==> src/hw/ddr_cmd_pkg.sv <==
// Shared constants for the command and power-state logic of a DDR2 memory core.
// Assumes a single 40 MHz clock; all pins are sampled on its rising edge.
package ddr_cmd_pkg;
	// ************************************************************
	// Command codes {cs_n, ras_n, cas_n, we_n}
	// ************************************************************
	localparam logic [3:0] CMD_MRS = 4'h0;
	localparam logic [3:0] CMD_REF = 4'h1;
	localparam logic [3:0] CMD_PRE = 4'h2;
	localparam logic [3:0] CMD_ACT = 4'h3;
	localparam logic [3:0] CMD_WR = 4'h4;
	localparam logic [3:0] CMD_RD = 4'h5;
	localparam logic [3:0] CMD_NOP = 4'h7;

	// ************************************************************
	// Power states, one-hot
	// ************************************************************
	typedef enum logic [3:0] {
		PW_ON = 4'h1,
		PW_APD = 4'h2,
		PW_PPD = 4'h4,
		PW_SREF = 4'h8
	} pwr_state_t;

	// ************************************************************
	// Timing
	// ************************************************************
	localparam int CLK_PERIOD_PS = 25000;
	localparam int T_XSNR_NS = 200;
	// Least time, so round up
	localparam int XSNR_CYC = (T_XSNR_NS * 1000 + CLK_PERIOD_PS - 1) / CLK_PERIOD_PS;
	localparam int T_XSRD_CLK = 200;
	localparam int T_MRD_CLK = 2;
	localparam int CKE_MIN_CLK = 3;
	localparam int BURST_CLK_BL4 = 2;
	localparam int BURST_CLK_BL8 = 4;

	// ************************************************************
	// Mode register fields and codes
	// ************************************************************
	localparam int MR_BL_LSB = 0;
	localparam logic [2:0] MR_BL8_CODE = 3'h3;
	localparam int MR_AL_LSB = 3;
	localparam int MR_ODT_BIT_LO = 2;
	localparam int MR_ODT_BIT_HI = 6;
	localparam int MR_IDX_EMR1 = 1;
	localparam int AUTO_PRE_BIT = 10;
	localparam int COL_W = 10;
endpackage : ddr_cmd_pkg

==> src/hw/col_cmd_delay.sv <==
// Programmable delay line for column commands (additive latency).
// Assumes the caller keeps delay within 0..DEPTH.
`timescale 1ns/1ps
module col_cmd_delay #(
	parameter int W = 14,
	parameter int DEPTH = 5
) (
	input wire logic clock,
	input wire logic rst_n,
	input wire logic in_valid,
	input wire logic [W-1:0] in_data,
	input wire logic [2:0] delay,
	output logic out_valid,
	output logic [W-1:0] out_data
);
	logic [DEPTH:1] v_q;
	logic [W-1:0] d_q [1:DEPTH];

	if (DEPTH < 1 || DEPTH > 7)
	begin : g_bad_depth
		$error("col_cmd_delay: DEPTH must be 1..7");
	end

	// ************************************************************
	// Shift stages
	// ************************************************************
	for (genvar k = 1; k <= DEPTH; k++)
	begin : g_stage
		// Each stage holds the command one clock longer
		always_ff @(posedge clock)
		begin
			if (!rst_n)
			begin
				v_q[k] <= 1'b0;
				d_q[k] <= '0;
			end
			else
			begin
				v_q[k] <= (k == 1) ? in_valid : v_q[(k == 1) ? 1 : k - 1];
				d_q[k] <= (k == 1) ? in_data : d_q[(k == 1) ? 1 : k - 1];
			end
		end
	end

	// Zero delay passes straight through
	assign out_valid = (delay == 3'h0) ? in_valid : v_q[delay];
	assign out_data = (delay == 3'h0) ? in_data : d_q[delay];
endmodule : col_cmd_delay

==> src/hw/ddr_cmd_fsm.sv <==
// Command decoder and clock-enable power-state machine of a DDR2 memory core.
// Assumes pins come from an outside controller: each passes two flip-flops first.
`timescale 1ns/1ps

module ddr_cmd_fsm import ddr_cmd_pkg::*; #(
	parameter int ADDR_W = 14,
	parameter int DQ_W = 16,
	parameter int MAX_AL = 5,
	parameter int XSNR_CYCLES = XSNR_CYC,
	parameter int XSRD_CYCLES = T_XSRD_CLK,
	parameter int MRD_CYCLES = T_MRD_CLK
) (
	input wire logic clock,
	input wire logic rst_n,
	input wire logic cke,
	input wire logic cs_n,
	input wire logic ras_n,
	input wire logic cas_n,
	input wire logic we_n,
	input wire logic [1:0] ba,
	input wire logic [ADDR_W-1:0] addr,
	input wire logic odt,
	input wire logic wr_strobe,
	input wire logic [DQ_W-1:0] dq,
	input wire logic [DQ_W/8-1:0] dm,
	output logic [3:0] power_state,
	output logic [3:0] bank_open,
	output logic [ADDR_W-1:0] mode_reg0,
	output logic [ADDR_W-1:0] mode_reg1,
	output logic [ADDR_W-1:0] mode_reg2,
	output logic [ADDR_W-1:0] mode_reg3,
	output logic col_start,
	output logic col_write,
	output logic col_autopre,
	output logic [1:0] col_bank,
	output logic [COL_W-1:0] col_addr,
	output logic [ADDR_W-1:0] col_row,
	output logic [DQ_W/8-1:0] store_en,
	output logic [DQ_W-1:0] store_data,
	output logic odt_active,
	output logic illegal
);
	localparam int NB = DQ_W / 8;
	localparam int PW = 9 + ADDR_W + DQ_W + NB;
	localparam int CW = 4 + COL_W;

	if (DQ_W % 8 != 0 || ADDR_W < 11 || MAX_AL < 1 || MAX_AL > 7 || XSRD_CYCLES < 1
		|| XSRD_CYCLES > 255 || XSNR_CYCLES < 1 || XSNR_CYCLES > 255 || MRD_CYCLES < 1 || MRD_CYCLES > 255)
	begin : g_bad_param
		$error("ddr_cmd_fsm: unsupported parameter value");
	end

	function automatic logic is_quiet(input logic [3:0] c);
		return c[3] || (c == CMD_NOP);
	endfunction : is_quiet

	// ************************************************************
	// Pin synchronisers
	// ************************************************************
	logic [PW-1:0] pin_s1_q, pin_s2_q;
	logic c_cke, c_cs_n, c_ras_n, c_cas_n, c_we_n, c_odt, c_wstb;
	logic [1:0] c_ba;
	logic [ADDR_W-1:0] c_addr;
	logic [DQ_W-1:0] c_dq;
	logic [NB-1:0] c_dm;

	// Two stages before anything looks at the pins
	always_ff @(posedge clock)
	begin
		if (!rst_n)
		begin
			pin_s1_q <= '0;
			pin_s2_q <= '0;
		end
		else
		begin
			pin_s1_q <= {cke, cs_n, ras_n, cas_n, we_n, ba, addr, odt, wr_strobe, dq, dm};
			pin_s2_q <= pin_s1_q;
		end
	end
	assign {c_cke, c_cs_n, c_ras_n, c_cas_n, c_we_n, c_ba, c_addr, c_odt, c_wstb, c_dq, c_dm} = pin_s2_q;

	// ************************************************************
	// Command decode
	// ************************************************************
	pwr_state_t pwr_q, pwr_d;
	logic cke_p_q;
	logic [3:0] bank_open_q, bank_open_d;
	logic [ADDR_W-1:0] mr_q [0:3];
	logic [ADDR_W-1:0] row_q [0:3];
	logic [7:0] xsnr_cnt_q, xsrd_cnt_q, mrd_cnt_q;
	logic [1:0] hold_cnt_q;
	logic [2:0] burst_cnt_q;
	logic burst_ap_q;
	logic [1:0] burst_bank_q;
	logic [3:0] cmd;
	logic quiet, cke_rise, cke_fall, cke_hh, sel, all_idle, busy;
	logic is_mrs, is_ref, is_pre, is_act, is_rd, is_wr, is_col, blk_all, viol_cmd, ok, pd_viol;
	logic sref_go, exit_sref;

	assign cmd = {c_cs_n, c_ras_n, c_cas_n, c_we_n};
	assign quiet = is_quiet(cmd);
	assign cke_rise = !cke_p_q && c_cke;
	assign cke_fall = cke_p_q && !c_cke;
	assign cke_hh = cke_p_q && c_cke;
	assign sel = cke_hh && !quiet && (pwr_q == PW_ON);
	assign is_mrs = sel && (cmd == CMD_MRS);
	assign is_ref = sel && (cmd == CMD_REF);
	assign is_pre = sel && (cmd == CMD_PRE);
	assign is_act = sel && (cmd == CMD_ACT);
	assign is_rd = sel && (cmd == CMD_RD);
	assign is_wr = sel && (cmd == CMD_WR);
	assign is_col = is_rd || is_wr;
	assign all_idle = (bank_open_q == 4'h0);
	assign busy = (mrd_cnt_q != 8'h00) || (burst_cnt_q != 3'h0);
	assign blk_all = (xsnr_cnt_q != 8'h00) || (mrd_cnt_q != 8'h00);

	assign viol_cmd = sel && (blk_all || (is_rd && xsrd_cnt_q != 8'h00) || ((is_mrs || is_ref) && !all_idle)
		|| (is_act && bank_open_q[c_ba]) || (is_col && !bank_open_q[c_ba]) || !(is_mrs || is_ref || is_pre
		|| is_act || is_col));
	assign ok = sel && !viol_cmd;

	assign sref_go = (pwr_q == PW_ON) && cke_fall && (cmd == CMD_REF) && all_idle;
	assign exit_sref = (pwr_q == PW_SREF) && cke_rise;

	// flag unlisted enable and command mixes, early transitions and busy entry
	assign pd_viol = ((pwr_q == PW_ON) && cke_fall && (busy || (!quiet && !sref_go)))
		|| ((pwr_q != PW_ON) && cke_rise && !quiet)
		|| ((c_cke != cke_p_q) && (hold_cnt_q < 2'(CKE_MIN_CLK)));

	// ************************************************************
	// Power-state machine
	// ************************************************************
	// choose power-down flavour from open rows
	always_comb
	begin
		pwr_d = pwr_q;
		unique case (pwr_q)
			PW_ON:
			begin
				if (cke_fall && quiet)
					pwr_d = all_idle ? PW_PPD : PW_APD;
				else if (sref_go)
					pwr_d = PW_SREF;
			end
			PW_APD, PW_PPD, PW_SREF:
			begin
				if (cke_rise)
					pwr_d = PW_ON;
			end
		endcase
	end

	// State and previous enable level
	always_ff @(posedge clock)
	begin
		if (!rst_n)
		begin
			pwr_q <= PW_ON;
			cke_p_q <= 1'b0;
		end
		else
		begin
			pwr_q <= pwr_d;
			cke_p_q <= c_cke;
		end
	end

	// count edges since last transition, saturating
	always_ff @(posedge clock)
	begin
		if (!rst_n)
			hold_cnt_q <= 2'(CKE_MIN_CLK);
		else if (c_cke != cke_p_q)
			hold_cnt_q <= 2'h1;
		else if (hold_cnt_q < 2'(CKE_MIN_CLK))
			hold_cnt_q <= hold_cnt_q + 2'h1;
	end

	// ************************************************************
	// Interval timers
	// ************************************************************
	// exit intervals load on self-refresh exit
	always_ff @(posedge clock)
	begin
		if (!rst_n)
		begin
			xsnr_cnt_q <= 8'h00;
			xsrd_cnt_q <= 8'h00;
			mrd_cnt_q <= 8'h00;
		end
		else
		begin
			xsnr_cnt_q <= exit_sref ? 8'(XSNR_CYCLES - 1) : xsnr_cnt_q - 8'(xsnr_cnt_q != 8'h00);
			xsrd_cnt_q <= exit_sref ? 8'(XSRD_CYCLES - 1) : xsrd_cnt_q - 8'(xsrd_cnt_q != 8'h00);
			mrd_cnt_q <= (ok && is_mrs) ? 8'(MRD_CYCLES - 1) : mrd_cnt_q - 8'(mrd_cnt_q != 8'h00);
		end
	end

	// ************************************************************
	// Mode registers and rows
	// ************************************************************
	// bank address picks the register
	always_ff @(posedge clock)
	begin
		if (!rst_n)
			mr_q <= '{default: '0};
		else if (ok && is_mrs)
			mr_q[c_ba] <= c_addr;
	end

	always_ff @(posedge clock)
	begin
		if (!rst_n)
			row_q <= '{default: '0};
		else if (ok && is_act)
			row_q[c_ba] <= c_addr;
	end

	// open on activate, close on precharge or auto precharge
	always_comb
	begin
		bank_open_d = bank_open_q;
		if (burst_cnt_q == 3'h1 && burst_ap_q)
			bank_open_d[burst_bank_q] = 1'b0;
		if (ok && is_act)
			bank_open_d[c_ba] = 1'b1;
		if (ok && is_pre)
		begin
			if (c_addr[AUTO_PRE_BIT])
				bank_open_d = 4'h0;
			else
				bank_open_d[c_ba] = 1'b0;
		end
	end

	always_ff @(posedge clock)
	begin
		if (!rst_n)
			bank_open_q <= 4'h0;
		else
			bank_open_q <= bank_open_d;
	end

	// ************************************************************
	// Column commands through additive latency
	// ************************************************************
	logic [2:0] al_raw, al_sel;
	logic dl_valid;
	logic [CW-1:0] dl_data;
	logic dl_wr, dl_ap;
	logic [1:0] dl_bank;
	logic [COL_W-1:0] dl_col;

	// Settings above the line's depth clip rather than alias
	assign al_raw = mr_q[MR_IDX_EMR1][MR_AL_LSB +: 3];
	assign al_sel = (al_raw > 3'(MAX_AL)) ? 3'(MAX_AL) : al_raw;

	// hold column command for the additive latency
	col_cmd_delay #(.W(CW), .DEPTH(MAX_AL)) u_delay (
		.clock(clock),
		.rst_n(rst_n),
		.in_valid(ok && is_col),
		.in_data({is_wr, c_addr[AUTO_PRE_BIT], c_ba, c_addr[COL_W-1:0]}),
		.delay(al_sel),
		.out_valid(dl_valid),
		.out_data(dl_data)
	);
	assign {dl_wr, dl_ap, dl_bank, dl_col} = dl_data;

	// start burst at column, track auto precharge
	always_ff @(posedge clock)
	begin
		if (!rst_n)
		begin
			burst_cnt_q <= 3'h0;
			burst_ap_q <= 1'b0;
			burst_bank_q <= 2'h0;
		end
		else if (dl_valid)
		begin
			burst_cnt_q <= (mr_q[0][MR_BL_LSB +: 3] == MR_BL8_CODE) ? 3'(BURST_CLK_BL8) : 3'(BURST_CLK_BL4);
			burst_ap_q <= dl_ap;
			burst_bank_q <= dl_bank;
		end
		else if (burst_cnt_q != 3'h0)
			burst_cnt_q <= burst_cnt_q - 3'h1;
	end

	// Registered column outputs
	always_ff @(posedge clock)
	begin
		if (!rst_n)
		begin
			col_start <= 1'b0;
			col_write <= 1'b0;
			col_autopre <= 1'b0;
			col_bank <= 2'h0;
			col_addr <= '0;
			col_row <= '0;
		end
		else
		begin
			col_start <= dl_valid;
			col_write <= dl_valid ? dl_wr : col_write;
			col_autopre <= dl_valid ? dl_ap : col_autopre;
			col_bank <= dl_valid ? dl_bank : col_bank;
			col_addr <= dl_valid ? dl_col : col_addr;
			col_row <= dl_valid ? row_q[dl_bank] : col_row;
		end
	end

	// ************************************************************
	// Write data mask, termination and status
	// ************************************************************
	// mask high inhibits the byte
	for (genvar b = 0; b < NB; b++)
	begin : g_byte
		always_ff @(posedge clock)
		begin
			if (!rst_n)
			begin
				store_en[b] <= 1'b0;
				store_data[8*b +: 8] <= 8'h00;
			end
			else
			begin
				store_en[b] <= c_wstb && !c_dm[b];
				store_data[8*b +: 8] <= c_wstb ? c_dq[8*b +: 8] : store_data[8*b +: 8];
			end
		end
	end

	// Status flops
	always_ff @(posedge clock)
	begin
		if (!rst_n)
		begin
			odt_active <= 1'b0;
			illegal <= 1'b0;
		end
		else
		begin
			odt_active <= c_odt && (pwr_d != PW_SREF)
				&& (mr_q[MR_IDX_EMR1][MR_ODT_BIT_LO] || mr_q[MR_IDX_EMR1][MR_ODT_BIT_HI]);
			illegal <= viol_cmd || pd_viol;
		end
	end

	assign power_state = pwr_q;
	assign bank_open = bank_open_q;
	assign mode_reg0 = mr_q[0];
	assign mode_reg1 = mr_q[1];
	assign mode_reg2 = mr_q[2];
	assign mode_reg3 = mr_q[3];

	// ************************************************************
	// Assertions
	// ************************************************************
	property p_sref_entry;
		@(posedge clock) disable iff (!rst_n) sref_go |=> (pwr_q == PW_SREF);
	endproperty
	a_sref_entry: assert property (p_sref_entry) else $error("self refresh not entered");

	property p_pd_kind;
		@(posedge clock) disable iff (!rst_n)
		((pwr_q == PW_ON) && cke_fall && quiet) |=> (pwr_q == ($past(all_idle) ? PW_PPD : PW_APD));
	endproperty
	a_pd_kind: assert property (p_pd_kind) else $error("wrong power-down kind");

	property p_desel_idle;
		@(posedge clock) disable iff (!rst_n) c_cs_n |=> $stable(mr_q[1]) && !$past(ok);
	endproperty
	a_desel_idle: assert property (p_desel_idle) else $error("deselect changed state");

	// edges since the last self-refresh exit, counted apart from the blocking timer
	logic [7:0] since_exit_q;
	always_ff @(posedge clock)
	begin
		if (!rst_n)
			since_exit_q <= 8'hFF;
		else if (exit_sref)
			since_exit_q <= 8'h00;
		else if (since_exit_q != 8'hFF)
			since_exit_q <= since_exit_q + 8'h01;
	end

	property p_read_block;
		@(posedge clock) disable iff (!rst_n) (ok && is_rd) |-> (since_exit_q >= 8'(XSRD_CYCLES - 1));
	endproperty
	a_read_block: assert property (p_read_block) else $error("read accepted right after exit");

	property p_mrs_load;
		@(posedge clock) disable iff (!rst_n) (ok && is_mrs && c_ba == 2'h2) |=> (mode_reg2 == $past(c_addr));
	endproperty
	a_mrs_load: assert property (p_mrs_load) else $error("mode register not loaded");

	property p_mrd_gap;
		@(posedge clock) disable iff (!rst_n) (ok && is_mrs) |=> !ok;
	endproperty
	a_mrd_gap: assert property (p_mrd_gap) else $error("command inside mode-set time");

	property p_act_open;
		@(posedge clock) disable iff (!rst_n) (ok && is_act) |=> bank_open[$past(c_ba)];
	endproperty
	a_act_open: assert property (p_act_open) else $error("activate did not open bank");

	property p_al2;
		@(posedge clock) disable iff (!rst_n) (ok && is_col && al_sel == 3'h2) |-> ##3 col_start;
	endproperty
	a_al2: assert property (p_al2) else $error("additive latency delay wrong");

	property p_odt_sref;
		@(posedge clock) disable iff (!rst_n) (pwr_q == PW_SREF) |-> !odt_active;
	endproperty
	a_odt_sref: assert property (p_odt_sref) else $error("termination on in self refresh");

	property p_mask;
		@(posedge clock) disable iff (!rst_n) (c_wstb && c_dm[0]) |=> !store_en[0];
	endproperty
	a_mask: assert property (p_mask) else $error("masked byte stored");
endmodule : ddr_cmd_fsm

==> config.mk <==
export PLATFORM = sky130hd
export DESIGN_NAME = ddr_cmd_fsm
export DESIGN_NICKNAME = d
export VERILOG_FILES = /design/src/hw/ddr_cmd_pkg.sv /design/src/hw/col_cmd_delay.sv /design/src/hw/ddr_cmd_fsm.sv
export SDC_FILE = /design/constraint.sdc
export NUM_CORES = 1
export LEC_CHECK = 0
export BUFFER_PORTS_ARGS = -buffer_cell sky130_fd_sc_hd__buf_2
export CAP_MARGIN = 20
export CORE_MARGIN = 1
export CORE_UTILIZATION = 50
export DETAILED_ROUTE_END_ITERATION = 16
export MAX_ROUTING_LAYER = met4
export PLACE_DENSITY = 0.71
export SETUP_SLACK_MARGIN = 0.2
export SLEW_MARGIN = 20
export SYNTH_ARGS = -nofsm -noshare
export SYNTH_HDL_FRONTEND = slang
export SYNTH_SLANG_ARGS = --single-unit
==> constraint.sdc <==
create_clock -name clock -period 5.8 [get_ports clock]
set_clock_uncertainty 0.1 [all_clocks]
set_input_delay 1.16 -clock clock [delete_from_list [all_inputs] [get_ports clock]]
set_output_delay 1.16 -clock clock [all_outputs]
set_load 0.005 [all_outputs]
==> impl_metrics.yaml <==
setup_path:
  required_ps: 6140
  path_class: "reg -> reg"
  end_kind: "register"
  crit_chain: "clkinv_1, o31ai_1, o22a_1, a311o_1, nand3_4, o21ai_0"
  path_max_fanout: 17
  rr_worst_depth: 6
  cp-start-kind: "register"
  cp_data_arrival_time_ps: 3560
  cpPeakStageDelay_ps: 740
  crit_slowest_cell: "a311o_1"
sta:
  fin_ws_ps: 2580
  worstMarginPinSlew_ps: 1100
  setup_viol: 0
  relSlewSlack_pct: 26.4
  final_max_slew_viol_count: 0
  period_needed_ps: 3220
  whs_ps: 282
  hold_viol_final: 0
  max_freq_ghz: 0.310
  rsz0062_at_grt: "false"
  fin_setup_tns_ps: 0
  timing.final.crit_share_pct: 55.6
power_and_ir_drop:
  ir_worst_vdd_mv: 0.202
  power.density_nw_per_um2: 364
  p_leak_uw: 0.00665
die:
  die_h_um: 165
  io-pin-count: 156
  fp.dieW_um: 165
  die-area_um2: 27200
  fp-row-count: 59
  initial_core_util_pct: 51.0
  design.core.area_um2: 26100
route:
  dr.first_iter.drc_count: 670
  post_drt_via_cell_ratio: 5.19
  vias: 9176
  routed_wl_um: 28500
  wire_per_inst_um: 16.1
  dr.pass1.iters: 5
  route.detailed.drc: 0
  final_antenna_net_count: 0
min_path:
  holdCritPathClass: "reg -> reg"
  hold_path_depth: 1
synth:
  ys_top_cells_by_count: "dfxtp_1 (356), nor2_1 (187), and2_1 (154)"
  yosys.area_share.simple_pct: 18.9
  synth_compound_area_share_pct: 7.35
  async_flop_share_pct: 0
  synth_nets: 1351
  synthAdderAreaFrac_pct: 1.22
  yosysSeqAreaShare_pct: 53.6
  netlist_top_cells_area: "dfxtp_1 (54%), mux2i_1 (11%), and2_1 (7.3%), nor2_1 (5.3%), mux4_2 (2.2%)"
  synth_area_per_cell_um2: 10.3
  ys.warnings.count: 0
  yosys.area.top_type: "dfxtp_1"
  synth_mux_area_share_pct: 13.5
  synth_edf_count: 0
  syn_area_um2: 13300
  synth_top_cell_area_share_pct: 53.6
  yosysMostFrequentCell: "dfxtp_1"
  ys.flop_type: "dfxtp_1"
  synth_top_family_by_area: "simple AND/OR/NAND/NOR gates"
  synthXorXnorAreaFrac_pct: 1.19
  yosysUniqueCellTypes: 66
  synth-seq-cells: 356
  synthesis.instances: 1295
final_layout:
  fin_cells: 1769
  layout.nets: 1463
  drive_gt1_share_pct: 19.1
  syn_to_final_growth_pct: 15.3
clock_tree:
  cts_tree: "done"
  post_cts_buffers: 0
  ctsHtreeMaxLevel: 2
  clock_sinks: 356
  path_clk_slew_ps: 60
  clockRootBuffer: "clkbuf_16"
  clockBufferDepth: 3
  clock_latency_ps: 510
  hold_buffers: 0
  numCtsBuffers: 38
  cts.repair.resized: 0
placed_design:
  dp_slack_ps: 2580
  dp_hpwl_um: 18200
  gp_congestion: 0.890
  dp_cells: 1702
  portBuffers: 155
run:
  cap_violations: 0
grt:
  grt_overflow: 0
  grt_pass1_vias: 8473
  grt_usage_pct: 21.4
  antenna_found_initial: 2
  grt_max_degree: 131
  grt_first_pass_wirelength_um: 44600
run_status:
  status: "finished clean"
## worst max-delay path, delay by kind of cell (launching register included)
kind | cells | cell delay (ps)
buffers and inverters | 1 | 360
and+or+nand+nor | 1 | 350
AOI/OAI and AO/OA | 4 | 1740
DFF | 1 | 600
## where the power goes
part,switching [uW],internal (uW)
logic,297,265
clock network,937,1410
registers,95.8,2570
## logic make-up after synthesis
group                    after synthesis
buffers and inverters                112
AND/OR/NAND/NOR                      488
XOR/XNOR                              18
adder cells (fa/ha/maj)               13
multiplexers                         163
AO/OA/AOI/OAI                        145
flip-flops                           356
## final cells by class
| cell class | instances | area [um2] |
|---|---|---|
| Fill cell | 2175 | 10700 |
| Clock inverter | 16 | 165 |
| Tap cell | 335 | 419 |
| Sequential cell | 356 | 7130 |
| Inverter | 18 | 70.1 |
| Multi-Input combinational cell | 827 | 5610 |
| Antenna cell | 2 | 5.00 |
| Clock buffer | 49 | 1050 |
| Timing Repair Buffer | 166 | 861 |
## placed cells by master (no fill, tap or decap), drive strengths merged, types with 15 or more instances in the layout
cell type / count
dfxtp: 356
nor2: 189
buf: 166
and2: 154
mux2i: 147
nand2: 74
clkbuf: 49
a21oi: 48
o21ai: 42
inv: 18
nand4: 16
o211ai: 15
## metal layers
metal | wire length [um] | vias up | track usage [%]
li1 | - | 4590 | -
met3 | 1620 | 35 | 4.95
met5 | 0 | - | -
met2 | 13100 | 210 | 33.2
met1 | 13500 | 4341 | 28.4
met4 | 363 | 0 | 4.50
## through the flow
stage	util (%)	total power [uW]	instance area, um2
finish	58.8	5580	15300
global route	58.8	5840	15300
floorplan	-	3160	13300
global placement	54.1	3260	14100
CTS	58.7	5630	15300
detailed placement	54.1	3280	14100
## final timing paths
check	startpoint	end	slack [ps]
worst min-delay path	pin_s2_q[1]	store_en[1]	280
worst max-delay path	pin_s2_q[34]	col_row[13]	2580
worst max register to register	pin_s2_q[34]	col_row[13]	2580
worst min register to register	pin_s2_q[1]	store_en[1]	280
## flip-flops by register name, summed over array words and instances (netlist names), 16 cells and up
| name | flops |
|---|---|
| u_delay.d_q | 70 |
| row_q | 56 |
| pin_s1_q | 41 |
| pin_s2_q | 41 |
| store_data | 16 |
Power figures use the tool's default switching activity.
